<file path="config.mk">
export PLATFORM = sky130hd
export DESIGN_NAME = pdreg_port_regs
export DESIGN_NICKNAME = d
export VERILOG_FILES = /design/src/pdreg_port_regs.v /design/src/pdreg_pin_sync.v
export VERILOG_INCLUDE_DIRS = /design/src
export SDC_FILE = /design/constraint.sdc
export NUM_CORES = 1
export LEC_CHECK = 0
export ABC_AREA = 1
export BUFFER_PORTS_ARGS = -buffer_cell sky130_fd_sc_hd__buf_4
export CORE_MARGIN = 10
export CORE_UTILIZATION = 55
export CTS_BUF_LIST = sky130_fd_sc_hd__clkbuf_4 sky130_fd_sc_hd__clkbuf_8 sky130_fd_sc_hd__clkbuf_16
export DETAILED_ROUTE_END_ITERATION = 16
export GPL_ROUTABILITY_DRIVEN = 0
export PLACE_DENSITY = 0.75
export SLEW_MARGIN = 20
export SYNTH_ARGS = -nofsm -noshare
export SYNTH_HDL_FRONTEND = slang
export SYNTH_SLANG_ARGS = --single-unit
</file>
<file path="constraint.sdc">
create_clock -name clk_i -period 1.5 [get_ports clk_i]
set_input_delay 0 -clock clk_i [delete_from_list [all_inputs] [get_ports clk_i]]
set_output_delay 0 -clock clk_i [all_outputs]
set_load 0.05 [all_outputs]
</file>
<file path="src/pdreg_regs.vh">
// Purpose : address map and reset values of the port direction/data block
// Assumes : 16-bit byte address bus, 8-bit data
// Notes   : port four has no registers in either bank
`ifndef PDREG_REGS_VH
`define PDREG_REGS_VH

// ----------------------------------------------------------------------
// address map
// ----------------------------------------------------------------------
`define PDREG_ADDR_W          16
`define PDREG_DATA_W          8
`define PDREG_NPORT           8
`define PDREG_PORT_IDX_W      3
`define PDREG_OUT_DATA_BASE   16'hFFD4
`define PDREG_OUT_DATA_LAST   16'hFFDC
`define PDREG_DIR_CTRL_BASE   16'hFFE4
`define PDREG_DIR_CTRL_LAST   16'hFFEC
`define PDREG_NO_PORT_OFS     4'h3
`define PDREG_PORT1_OUT_DATA  16'hFFD4
`define PDREG_PORT2_OUT_DATA  16'hFFD5
`define PDREG_PORT3_OUT_DATA  16'hFFD6
`define PDREG_PORT5_OUT_DATA  16'hFFD8
`define PDREG_PORT6_OUT_DATA  16'hFFD9
`define PDREG_PORT7_OUT_DATA  16'hFFDA
`define PDREG_PORT8_OUT_DATA  16'hFFDB
`define PDREG_PORT9_OUT_DATA  16'hFFDC
`define PDREG_PORT1_DIR_CTRL  16'hFFE4
`define PDREG_PORT2_DIR_CTRL  16'hFFE5
`define PDREG_PORT3_DIR_CTRL  16'hFFE6
`define PDREG_PORT5_DIR_CTRL  16'hFFE8
`define PDREG_PORT6_DIR_CTRL  16'hFFE9
`define PDREG_PORT7_DIR_CTRL  16'hFFEA
`define PDREG_PORT8_DIR_CTRL  16'hFFEB
`define PDREG_PORT9_DIR_CTRL  16'hFFEC

// ----------------------------------------------------------------------
// values
// ----------------------------------------------------------------------
`define PDREG_DIR_READ_VAL    8'hFF
`define PDREG_DIR_RST         8'h00
`define PDREG_DATA_RST        8'h00
`define PDREG_UNMAPPED_VAL    8'hFF

`endif

</file>
<file path="src/pdreg_port_regs.v">
// Purpose : eight 8-bit I/O ports, each with a direction register and a data register
// Assumes : single-cycle CPU byte bus with read and write strobes on clk_i
// Notes   : read data is registered, valid one cycle after the read strobe
//
// What this block does
// - direction register reads always return all ones
// - direction bit zero input, one output
// - bit ops on direction become read-modify-write
// - data address reads input pins for input bits
// - data registers at FFD4 to FFDC, none port4
// - direction registers at FFE4 to FFEC, none port4
// - output bits read back stored data value
// - output pins drive stored data bit level
`timescale 1ns/10ps
`include "pdreg_regs.vh"

module pdreg_port_regs (
    input  wire                                       clk_i,
    input  wire                                       rst_n_i,
    input  wire                                       clk_en_i,
    input  wire [`PDREG_ADDR_W-1:0]                   bus_addr_i,
    input  wire                                       bus_wr_i,
    input  wire                                       bus_rd_i,
    input  wire [`PDREG_DATA_W-1:0]                   bus_wdata_i,
    output reg  [`PDREG_DATA_W-1:0]                   bus_rdata_o,
    output reg                                        bus_rvalid_o,
    input  wire [`PDREG_NPORT*`PDREG_DATA_W-1:0]      pin_in_i,
    output reg  [`PDREG_NPORT*`PDREG_DATA_W-1:0]      pin_out_o,
    output reg  [`PDREG_NPORT*`PDREG_DATA_W-1:0]      pin_oe_o
);

    // ------------------------------------------------------------------
    // address decode
    // ------------------------------------------------------------------
    // ports 1,2,3,5..9 map to index 0..7; the hole for port four is skipped
    wire [`PDREG_ADDR_W-1:0]    data_ofs;
    wire [`PDREG_ADDR_W-1:0]    dir_ofs;
    wire                        in_data;
    wire                        in_dir;
    reg  [`PDREG_PORT_IDX_W-1:0] data_idx;
    reg  [`PDREG_PORT_IDX_W-1:0] dir_idx;

    assign data_ofs = bus_addr_i - `PDREG_OUT_DATA_BASE;
    assign dir_ofs  = bus_addr_i - `PDREG_DIR_CTRL_BASE;

    assign in_data = (bus_addr_i >= `PDREG_OUT_DATA_BASE) &&
                     (bus_addr_i <= `PDREG_OUT_DATA_LAST) &&
                     (data_ofs[3:0] != `PDREG_NO_PORT_OFS);
    assign in_dir  = (bus_addr_i >= `PDREG_DIR_CTRL_BASE) &&
                     (bus_addr_i <= `PDREG_DIR_CTRL_LAST) &&
                     (dir_ofs[3:0] != `PDREG_NO_PORT_OFS);

    always @* begin
        if (data_ofs[3:0] > `PDREG_NO_PORT_OFS) begin
            data_idx = data_ofs[2:0] - 3'h1;
        end else begin
            data_idx = data_ofs[2:0];
        end
        if (dir_ofs[3:0] > `PDREG_NO_PORT_OFS) begin
            dir_idx = dir_ofs[2:0] - 3'h1;
        end else begin
            dir_idx = dir_ofs[2:0];
        end
    end

    // ------------------------------------------------------------------
    // pin synchronisers
    // ------------------------------------------------------------------
    wire [`PDREG_NPORT*`PDREG_DATA_W-1:0] pin_level;

    // ------------------------------------------------------------------
    // per-port storage
    // ------------------------------------------------------------------
    reg  [`PDREG_DATA_W-1:0] dir_q  [0:`PDREG_NPORT-1];
    reg  [`PDREG_DATA_W-1:0] data_q [0:`PDREG_NPORT-1];
    wire [`PDREG_DATA_W-1:0] port_view [0:`PDREG_NPORT-1];

    genvar p;
    generate
        for (p = 0; p < `PDREG_NPORT; p = p + 1) begin : g_port
            pdreg_pin_sync u_sync (
                .clk_i    (clk_i),
                .rst_n_i  (rst_n_i),
                .clk_en_i (clk_en_i),
                .pin_i    (pin_in_i[p*`PDREG_DATA_W +: `PDREG_DATA_W]),
                .level_o  (pin_level[p*`PDREG_DATA_W +: `PDREG_DATA_W])
            );

            always @(posedge clk_i or negedge rst_n_i) begin
                if (!rst_n_i) begin
                    dir_q[p]  <= `PDREG_DIR_RST;
                    data_q[p] <= `PDREG_DATA_RST;
                end else if (clk_en_i) begin
                    // a whole byte always lands; bit ops arrive as full writes
                    if (bus_wr_i && in_dir && (dir_idx == p)) begin
                        dir_q[p] <= bus_wdata_i;
                    end
                    if (bus_wr_i && in_data && (data_idx == p)) begin
                        data_q[p] <= bus_wdata_i;
                    end
                end
            end

            // bit n of each register drives pin n
            assign port_view[p] = (dir_q[p] & data_q[p]) |
                                  (~dir_q[p] & pin_level[p*`PDREG_DATA_W +: `PDREG_DATA_W]);

            always @(posedge clk_i or negedge rst_n_i) begin
                if (!rst_n_i) begin
                    pin_out_o[p*`PDREG_DATA_W +: `PDREG_DATA_W] <= `PDREG_DATA_RST;
                    pin_oe_o[p*`PDREG_DATA_W +: `PDREG_DATA_W]  <= `PDREG_DIR_RST;
                end else if (clk_en_i) begin
                    pin_out_o[p*`PDREG_DATA_W +: `PDREG_DATA_W] <= data_q[p];
                    pin_oe_o[p*`PDREG_DATA_W +: `PDREG_DATA_W]  <= dir_q[p];
                end
            end
        end
    endgenerate

    // ------------------------------------------------------------------
    // read path
    // ------------------------------------------------------------------
    // direction registers cannot be read back, so software must keep its
    // own copy; a bit op on them turns every other input bit into an output
    always @(posedge clk_i or negedge rst_n_i) begin
        if (!rst_n_i) begin
            bus_rdata_o  <= 8'h00;
            bus_rvalid_o <= 1'b0;
        end else if (clk_en_i) begin
            bus_rvalid_o <= bus_rd_i;
            if (bus_rd_i) begin
                if (in_data) begin
                    bus_rdata_o <= port_view[data_idx];
                end else if (in_dir) begin
                    bus_rdata_o <= `PDREG_DIR_READ_VAL;
                end else begin
                    bus_rdata_o <= `PDREG_UNMAPPED_VAL;
                end
            end
        end
    end

endmodule

</file>
<file path="src/pdreg_pin_sync.v">
// Purpose : three-stage synchroniser for one 8-bit group of port pins
// Assumes : pins are asynchronous to clk_i
// Notes   : output moves only once stages two and three agree
`timescale 1ns/10ps
`include "pdreg_regs.vh"

module pdreg_pin_sync (
    input  wire                      clk_i,
    input  wire                      rst_n_i,
    input  wire                      clk_en_i,
    input  wire [`PDREG_DATA_W-1:0]  pin_i,
    output reg  [`PDREG_DATA_W-1:0]  level_o
);

    reg [`PDREG_DATA_W-1:0] s1_q;
    reg [`PDREG_DATA_W-1:0] s2_q;
    reg [`PDREG_DATA_W-1:0] s3_q;

    genvar b;
    generate
        for (b = 0; b < `PDREG_DATA_W; b = b + 1) begin : g_bit
            always @(posedge clk_i or negedge rst_n_i) begin
                if (!rst_n_i) begin
                    s1_q[b]    <= 1'b0;
                    s2_q[b]    <= 1'b0;
                    s3_q[b]    <= 1'b0;
                    level_o[b] <= 1'b0;
                end else if (clk_en_i) begin
                    s1_q[b] <= pin_i[b];
                    s2_q[b] <= s1_q[b];
                    s3_q[b] <= s2_q[b];
                    // a single disagreeing sample does not move the level
                    if (s2_q[b] == s3_q[b]) begin
                        level_o[b] <= s3_q[b];
                    end
                end
            end
        end
    endgenerate

endmodule

</file>
==> results of run 1 <==
registers in the layout, summed over array words and instances (netlist names):
register	count
bus_rdata_o	8
g_port.u_sync.s2_q	64
g_port.u_sync.s1_q	64
bus_rvalid_o	1
pin_oe_o	64
g_port.u_sync.level_o	64
g_port.u_sync.s3_q	64
dir_q	64
pin_out_o	64
data_q	64
repair_timing:
item	CTS	global route
setup endpoints to repair	0	2
hold buffers	86	0
setup buffers	0	0
gates resized for setup	0	1
endpoints found under the hold margin	682	0
path summary, 6_finish.rpt:
path | slack [ps] | end | cells after the start | from
max in group asynchronous | 330 | data_q[29] | 5 | rst_n_i
min reg2reg | 470 | pin_out_o[16] | 2 | pin_out_o[16]
min | 130 | data_q[43] | 5 | bus_wr_i
max reg2reg | 230 | bus_rdata_o[5] | 11 | dir_q[29]
max | 150 | g_port[7].u_sync.s1_q[6] | 6 | clk_en_i
min in group asynchronous | 450 | g_port[1].u_sync.s1_q[0] | 3 | rst_n_i
power groups by stage:
stage	logic, mW	clock network [mW]	registers, mW
2_1_floorplan	1.48	0	16.0
3_3_place_gp	3.06	0	15.8
3_5_place_dp	3.18	0	15.8
4_1_cts	3.40	13.4	15.6
5_1_grt	3.80	14.0	15.7
6_report	3.39	13.2	15.6
synthesized netlist by cell type (3+ instances only):
| master | count | share of area, % |
|---|---|---|
| nand2_1 | 949 | 16 |
| dfrtp_1 | 521 | 60 |
| o21ai_0 | 401 | 9.3 |
| inv_1 | 281 | 4.9 |
| nor2_1 | 79 | 1.4 |
| clkbuf_1 | 75 | 1.3 |
| nand3_1 | 69 | 1.6 |
| o21ai_1 | 43 | 1.0 |
| nand2_2 | 13 | 0.38 |
| buf_1 | 11 | 0.19 |
| buf_6 | 11 | 0.57 |
| nor2_4 | 9 | 0.47 |
| buf_2 | 8 | 0.19 |
| inv_2 | 8 | 0.14 |
| o211ai_1 | 8 | 0.28 |
| o31ai_1 | 7 | 0.24 |
| buf_4 | 6 | 0.21 |
| nand2_4 | 4 | 0.21 |
| ha_1 | 3 | 0.17 |
| nor2_8 | 3 | 0.28 |
| o21ai_2 | 3 | 0.12 |
through the flow:
stage	hold WS, ps	cells	instance area (sq um)	setup slack, ps
finish	126.0	3397	26910	153.7
global placement	-93.59	3220	24290	-138.4
floorplan	-295.6	2517	21590	86.62
global route	165.2	3397	26910	66.47
CTS	111.6	3397	26910	67.02
detailed placement	-90.35	3220	24290	-219.9
placed cells by master, fill, tap and decap left out, types with 2 or more instances in the layout:
cell           Yosys  routed
nand2_1          949     949
dfrtp_1          521     521
o21ai_0          401     401
inv_1            281     280
buf_4              6     266
dlygate4sd3_1      0      86
nor2_1            79      79
nand3_1           69      69
clkbuf_16          0      51
o21ai_1           43      43
buf_12             0      27
clkbuf_8           0      15
nand2_2           13      13
clkinv_2           0      10
nor2_4             9       9
inv_2              8       8
o211ai_1           8       8
o31ai_1            7       7
clkbuf_4           0       7
bufinv_16          0       5
nand2_4            4       4
nor2_8             3       3
o21ai_2            3       3
ha_1               3       3
nand4_1            2       2
clkinv_4           0       2
buf_8              0       2
routing by layer:
layer | part of all wire [%] | up-vias | GRT usage (%)
met5 | 0 | - | 0
met4 | 2.5 | 0 | 7.059
met3 | 7.7 | 110 | 3.798
met2 | 46 | 661 | 38.78
met1 | 43 | 8427 | 34.52
li1 | - | 8483 | -
logic make-up (layout without fill, tap and decap cells):
logic type | Yosys count | after routing
buffers and inverters | 401 | 763
adder cells (fa/ha/maj) | 3 | 3
AND/OR/NAND/NOR | 1129 | 1129
AO/OA/AOI/OAI | 463 | 463
flip-flops | 521 | 521
tightest hold or removal path, cell delays in order:
cell	delay, ps
buf_4	110
inv_1	150
nor2_8	70
nand2_2	230
o21ai_2	70
cell type report:
class | instances | area [sq um]
clock buffer | 73 | 1535
clock inverter | 18 | 226.5
fill | 2945 | 11820
inverter | 290 | 1099
multi-input combinational | 1595 | 6929
sequential | 521 | 13040
tap | 518 | 648.1
timing repair buffer | 382 | 3440
==> metrics.txt, run 1 <==
switching power as a share of total power around 25%; adder and majority cell fraction of the synthesized area less than 1%; nature of the critical path startpoint input pin; stage delay of the slowest cell on the critical path 570 ps; CTS clk-pin slew, worst paths approximately 60 ps; fraction of final layout cells with drive strength greater than 1 14.97%; DR pass1 iterations 5; category of the worst setup path capture point register; crit share post-route roughly nine tenths; Horiz. Die Dim 218.1 um; NetSw slightly above 8 mW; DP Wirelength about 42000 um; main combinational cell family by area after synthesis simple AND/OR/NAND/NOR gates; power share of the combinational group a little over a tenth; fraction of the mapped netlist area in compound gates 11.01%; clock period minus worst slack between 1000 and 1500 ps; synthesized flop and latch total between 500 and 600; I/O Buffers 229; number of buffers and inverters on the critical path 4; worst-path cell chain dlygate4sd3_1, buf_8, buf_6, nand2_1, o21ai_0, dlygate4sd3_1; initial standard-cell utilization of the core 55.73%; via density per instance 5.205; Top FF cell, synth dfrtp_1; via count of the first global-routing pass 17290; detailed-route wire length per cell 17.07 um; syn nets 2613; CP top delay family buffers and inverters; Clk pwr share 41.1%; net total in the final layout 2936; FFs w/ async S/R, synth 100.0%; headroom to the max-slew limit about 70%; part of the total power dissipated in sequential elements 48.4%; areal power density over the cells 1197 mW/mm^2; Post-synth EDFFs 0; insertion delay to the later sink of the worst-skew pair 570 ps; crit-path most repeated cell dlygate4sd3_1; leakage power 14.17 nW; gr ovfl total 0; worst setup skew after layout 8.101 ps; pin count of the biggest net entering global routing 84; number of antenna cells inserted 0; wire length of the first global-routing pass roughly 93000 um; xor and xnor fraction of the mapped netlist area 0%; CTS Root Buffer Type clkbuf_16; internal power consumption approximately 24 mW; post-synth cell types 25; RSZ-0062 raised after global routing false; sequential area share after synthesis 60.39%; CP max FO 50; setup-violating endpoint count in the final report 0; setup total negative slack 0 ps; Longest Clk Path Bufs 3; mux share of post-synthesis cell area 0%; post-layout utilization of the core 69.48%; core area 0.03874 sq mm; max-cap violation count 0; overall track demand over capacity in global routing between 20% and 30%; final hold viol count 0; number of sinks handled by clock tree synthesis approximately 520; area share of and/or/nand/nor cells after synthesis 20.91%; gate count of the mapped netlist 2517; number of vias after detailed routing around 18000; H-tree levels 2; Tightest Pin Transition 452.1 ps; outcome finished clean; First DRT Iteration DRCs 1770; cell area after synthesis 0.02159 sq mm; area growth from synthesis to layout 24.67%; CTS tree done; DIE AREA ~0.048 sq mm; number of placed I/O pins 230; count of yosys warnings during synthesis 0; die height 218.1 um; FMAX approximately 0.74 GHz; total power of the final layout 32.21 mW; std cell rows 72; post-synthesis average cell area approximately 8.6 sq um; arrival time at the worst endpoint 1850 ps; VDD IR max between 0.0007 and 0.0008 V; drc violations 0; required time reported for the critical path endpoint ~2000 ps; drt total wl 58000 um; Critical Setup Path Class input pin to register; Antenna Violating Nets Remaining 0; Hold WC Path Type input pin to register; slowest CP cell dlygate4sd3_1; initial antenna violation count 0; TritonCTS Buffers 50; fin. max-slew vios 0
(Power assumes the default switching activity.)
==> run 2, diff against run 1 <==
Settings changed: CORE_UTILIZATION 55 to 60, PLACE_DENSITY 0.75 to 0.81.
==> metrics.txt, run 2 (synthesis results as in run 1) <==
number of placed I/O pins 230 (unchanged); number of post-CTS setup repair buffers 0 (unchanged); DR pass1 iterations 6 (+1); First DRT Iteration DRCs 1717 (-3.0%); insertion delay to the later sink of the worst-skew pair 580 ps (about the same); initial standard-cell utilization of the core 60.70% (+5.0 points); setup slack, reg-to-reg 140 ps (-90 ps); number of fillers in the final layout 2444 (-17%); headroom to the max-slew limit 63.50% (-6.3 points); arrival time at the worst endpoint 1900 ps (+50 ps); Register-to-Register Path Depth 11 (unchanged); Antenna Violating Nets Remaining 0 (unchanged); DIE AREA 0.04397 sq mm (-7.6%); detailed-route wire length per cell 17.73 um (+3.9%); core area 0.03557 sq mm (-8.2%); leakage power 14.12 nW (-0.36%); drc violations 0 (unchanged); CTS Root Buffer Type clkbuf_16; pin count of the biggest net entering global routing 129 (+54%); Clk pwr share 40.5% (-0.6 points); Hold WC Path Type input pin to register; CTS tree done; number of vias after detailed routing 17950 (+1.5%); VDD IR max 0.0009779 V (+35%); switching power as a share of total power 25.33% (+0.22 points); setup-violating endpoint count in the final report 0 (unchanged); fraction of final layout cells with drive strength greater than 1 14.71% (-0.26 points); drt total wl 59180 um (+2.0%); Placement Cell Area 0.02413 sq mm (-0.63%); overall track demand over capacity in global routing 26.90% (+2.4 points); total power of the final layout 31.96 mW (-0.79%); category of the worst setup path capture point register; Horiz. Die Dim 209.7 um (-3.9%); max-cap violation count 0 (unchanged); top library cells by usage in the layout, fill and taps aside nand2_1, dfrtp_1, o21ai_0; crit share post-route 95.71% (+6.0 points); wire length of the first global-routing pass 95060 um (+1.9%); die height 209.7 um (-3.9%); RSZ-0062 raised after global routing false; NetSw 8.094 mW (about the same); gr ovfl total 0 (unchanged); I/O Buffers 229 (unchanged); start of the worst register-to-register path dir_q[40]; H-tree levels 2 (unchanged); TritonCTS Buffers 49 (-2.0%); CP max FO 1 (-98%); worst-case setup slack after placement -84.04 ps (+135.9 ps); DP Wirelength 41350 um (-1.6%); worst setup skew after layout 17.61 ps (+9.505 ps); Worst setup startpoint pin_in_i[7]; Longest Clk Path Bufs 3 (unchanged); via count of the first global-routing pass 17830 (+3.1%); clock period minus worst slack 1436 ps (+89.36 ps); part of the total power dissipated in sequential elements 48.8% (+0.4 points); area growth from synthesis to layout 23.96%; initial antenna violation count 0 (unchanged); net total in the final layout 2934 (-0.068%); outcome finished clean; FMAX 0.6965 GHz (-6.2%); fin. max-slew vios 0 (unchanged); nature of the critical path startpoint input pin; Critical Setup Path Class input pin to register; internal power consumption 23.86 mW (-1.1%); terminus of the critical flop-to-flop path bus_rdata_o[0]; worst hold margin 17.90 ps (-108.1 ps); via density per instance 5.378 (+3.3%); std cell rows 69 (-4.2%); minimum setup slack in the final design 64.31 ps (-89.37 ps); most frequent standard cell in the layout excluding fill and tap cells nand2_1; final hold viol count 0 (unchanged); CTS clk-pin slew, worst paths 60 ps (about the same); areal power density over the cells 1194 mW/mm^2 (-0.22%); power share of the combinational group 10.7% (+0.2 points); destination of the critical timing path g_port[0].u_sync.s1_q[7]; Tightest Pin Transition 547.5 ps (+95.35 ps); number of sinks handled by clock tree synthesis 521 (unchanged); summed area of non-filler cells in the final layout 0.02676 sq mm (-0.57%); required time reported for the critical path endpoint 1960 ps (-40 ps)
## run 2: changes by cell type in the layout (fill, tap and decap cells not counted), moves of 2 or more
| cell | before | now |
|---|---|---|
| clkbuf_4 | 7 | 12 |
| clkbuf_8 | 15 | 10 |
| dlygate4sd3_1 | 86 | 89 |
| buf_12 | 27 | 25 |
| buf_4 | 266 | 264 |
| clkinv_2 | 10 | 8 |
## run 2: power groups by stage
stage | Clock, mW | Combinational [mW] | Sequential (mW)
final | 12.9 | 3.42 | 15.6
after CTS | 13.0 | 3.42 | 15.6
after global routing | 13.6 | 3.80 | 15.7
after floorplan | 0 | 1.48 | 16.0
after detailed placement | 0 | 3.15 | 15.8
after global placement | 0 | 3.01 | 15.8
## run 2: worst min path at each step
| stage | startpoint | to | slack [ps] | depth (start not counted) |
|---|---|---|---|---|
| 2_1_floorplan | rst_n_i | bus_rdata_o[0] | -300 | 0 |
| 3_3_place_gp | rst_n_i | g_port[1].u_sync.s1_q[0] | -110 | 1 |
| 3_5_place_dp | rst_n_i | g_port[1].u_sync.s1_q[0] | -100 | 1 |
| 4_1_cts | clk_en_i | g_port[2].u_sync.s1_q[3] | 20 | 4 |
| 5_1_grt | clk_en_i | g_port[2].u_sync.s1_q[3] | 40 | 4 |
| 6_report | clk_en_i | g_port[7].u_sync.s1_q[5] | 20 | 4 |
## run 2: layout make-up
cell class              instances  area, sq um  share of cell area (%)
diodes                          1        2.502                0.009351
clock inverters                16        222.7                  0.8322
flip-flops and latches        521        13040                   48.72
well taps                     461        576.8                   2.155
repair buffers                381         3416                   12.76
multi-input cells            1595         6929                   25.89
clock buffers                  72         1479                   5.526
inverters                     290         1099                   4.105
## run 2: critical path: stages
cell and delay (ps):
dlygate4sd3_1 530, buf_4 130, nand2_1 60, dlygate4sd3_1 550, o21ai_0 70, dlygate4sd3_1 560
## run 2: per-layer routing
metal,track usage [%],up-vias,part of all wire (%)
li1,-,8469,-
met5,0,-,0
met4,10.32,0,3.4
met3,5.226,126,9.0
met1,36.19,8575,41
met2,42.59,777,47
## run 2: through the flow
step	instances	util (%)	setup TNS, ps
2_1_floorplan	2517	-	0
3_3_place_gp	3157	67.85	-214.9
5_1_grt	3336	75.23	0
3_5_place_dp	3157	67.85	-3729
6_report	3337	75.24	0
4_1_cts	3339	75.31	0
## run 2: repair_timing
item                                    CTS  global route
hold endpoints to repair                665             4
resized for setup                         0             1
endpoints found under the setup margin    0             7
hold buffers                             94             1
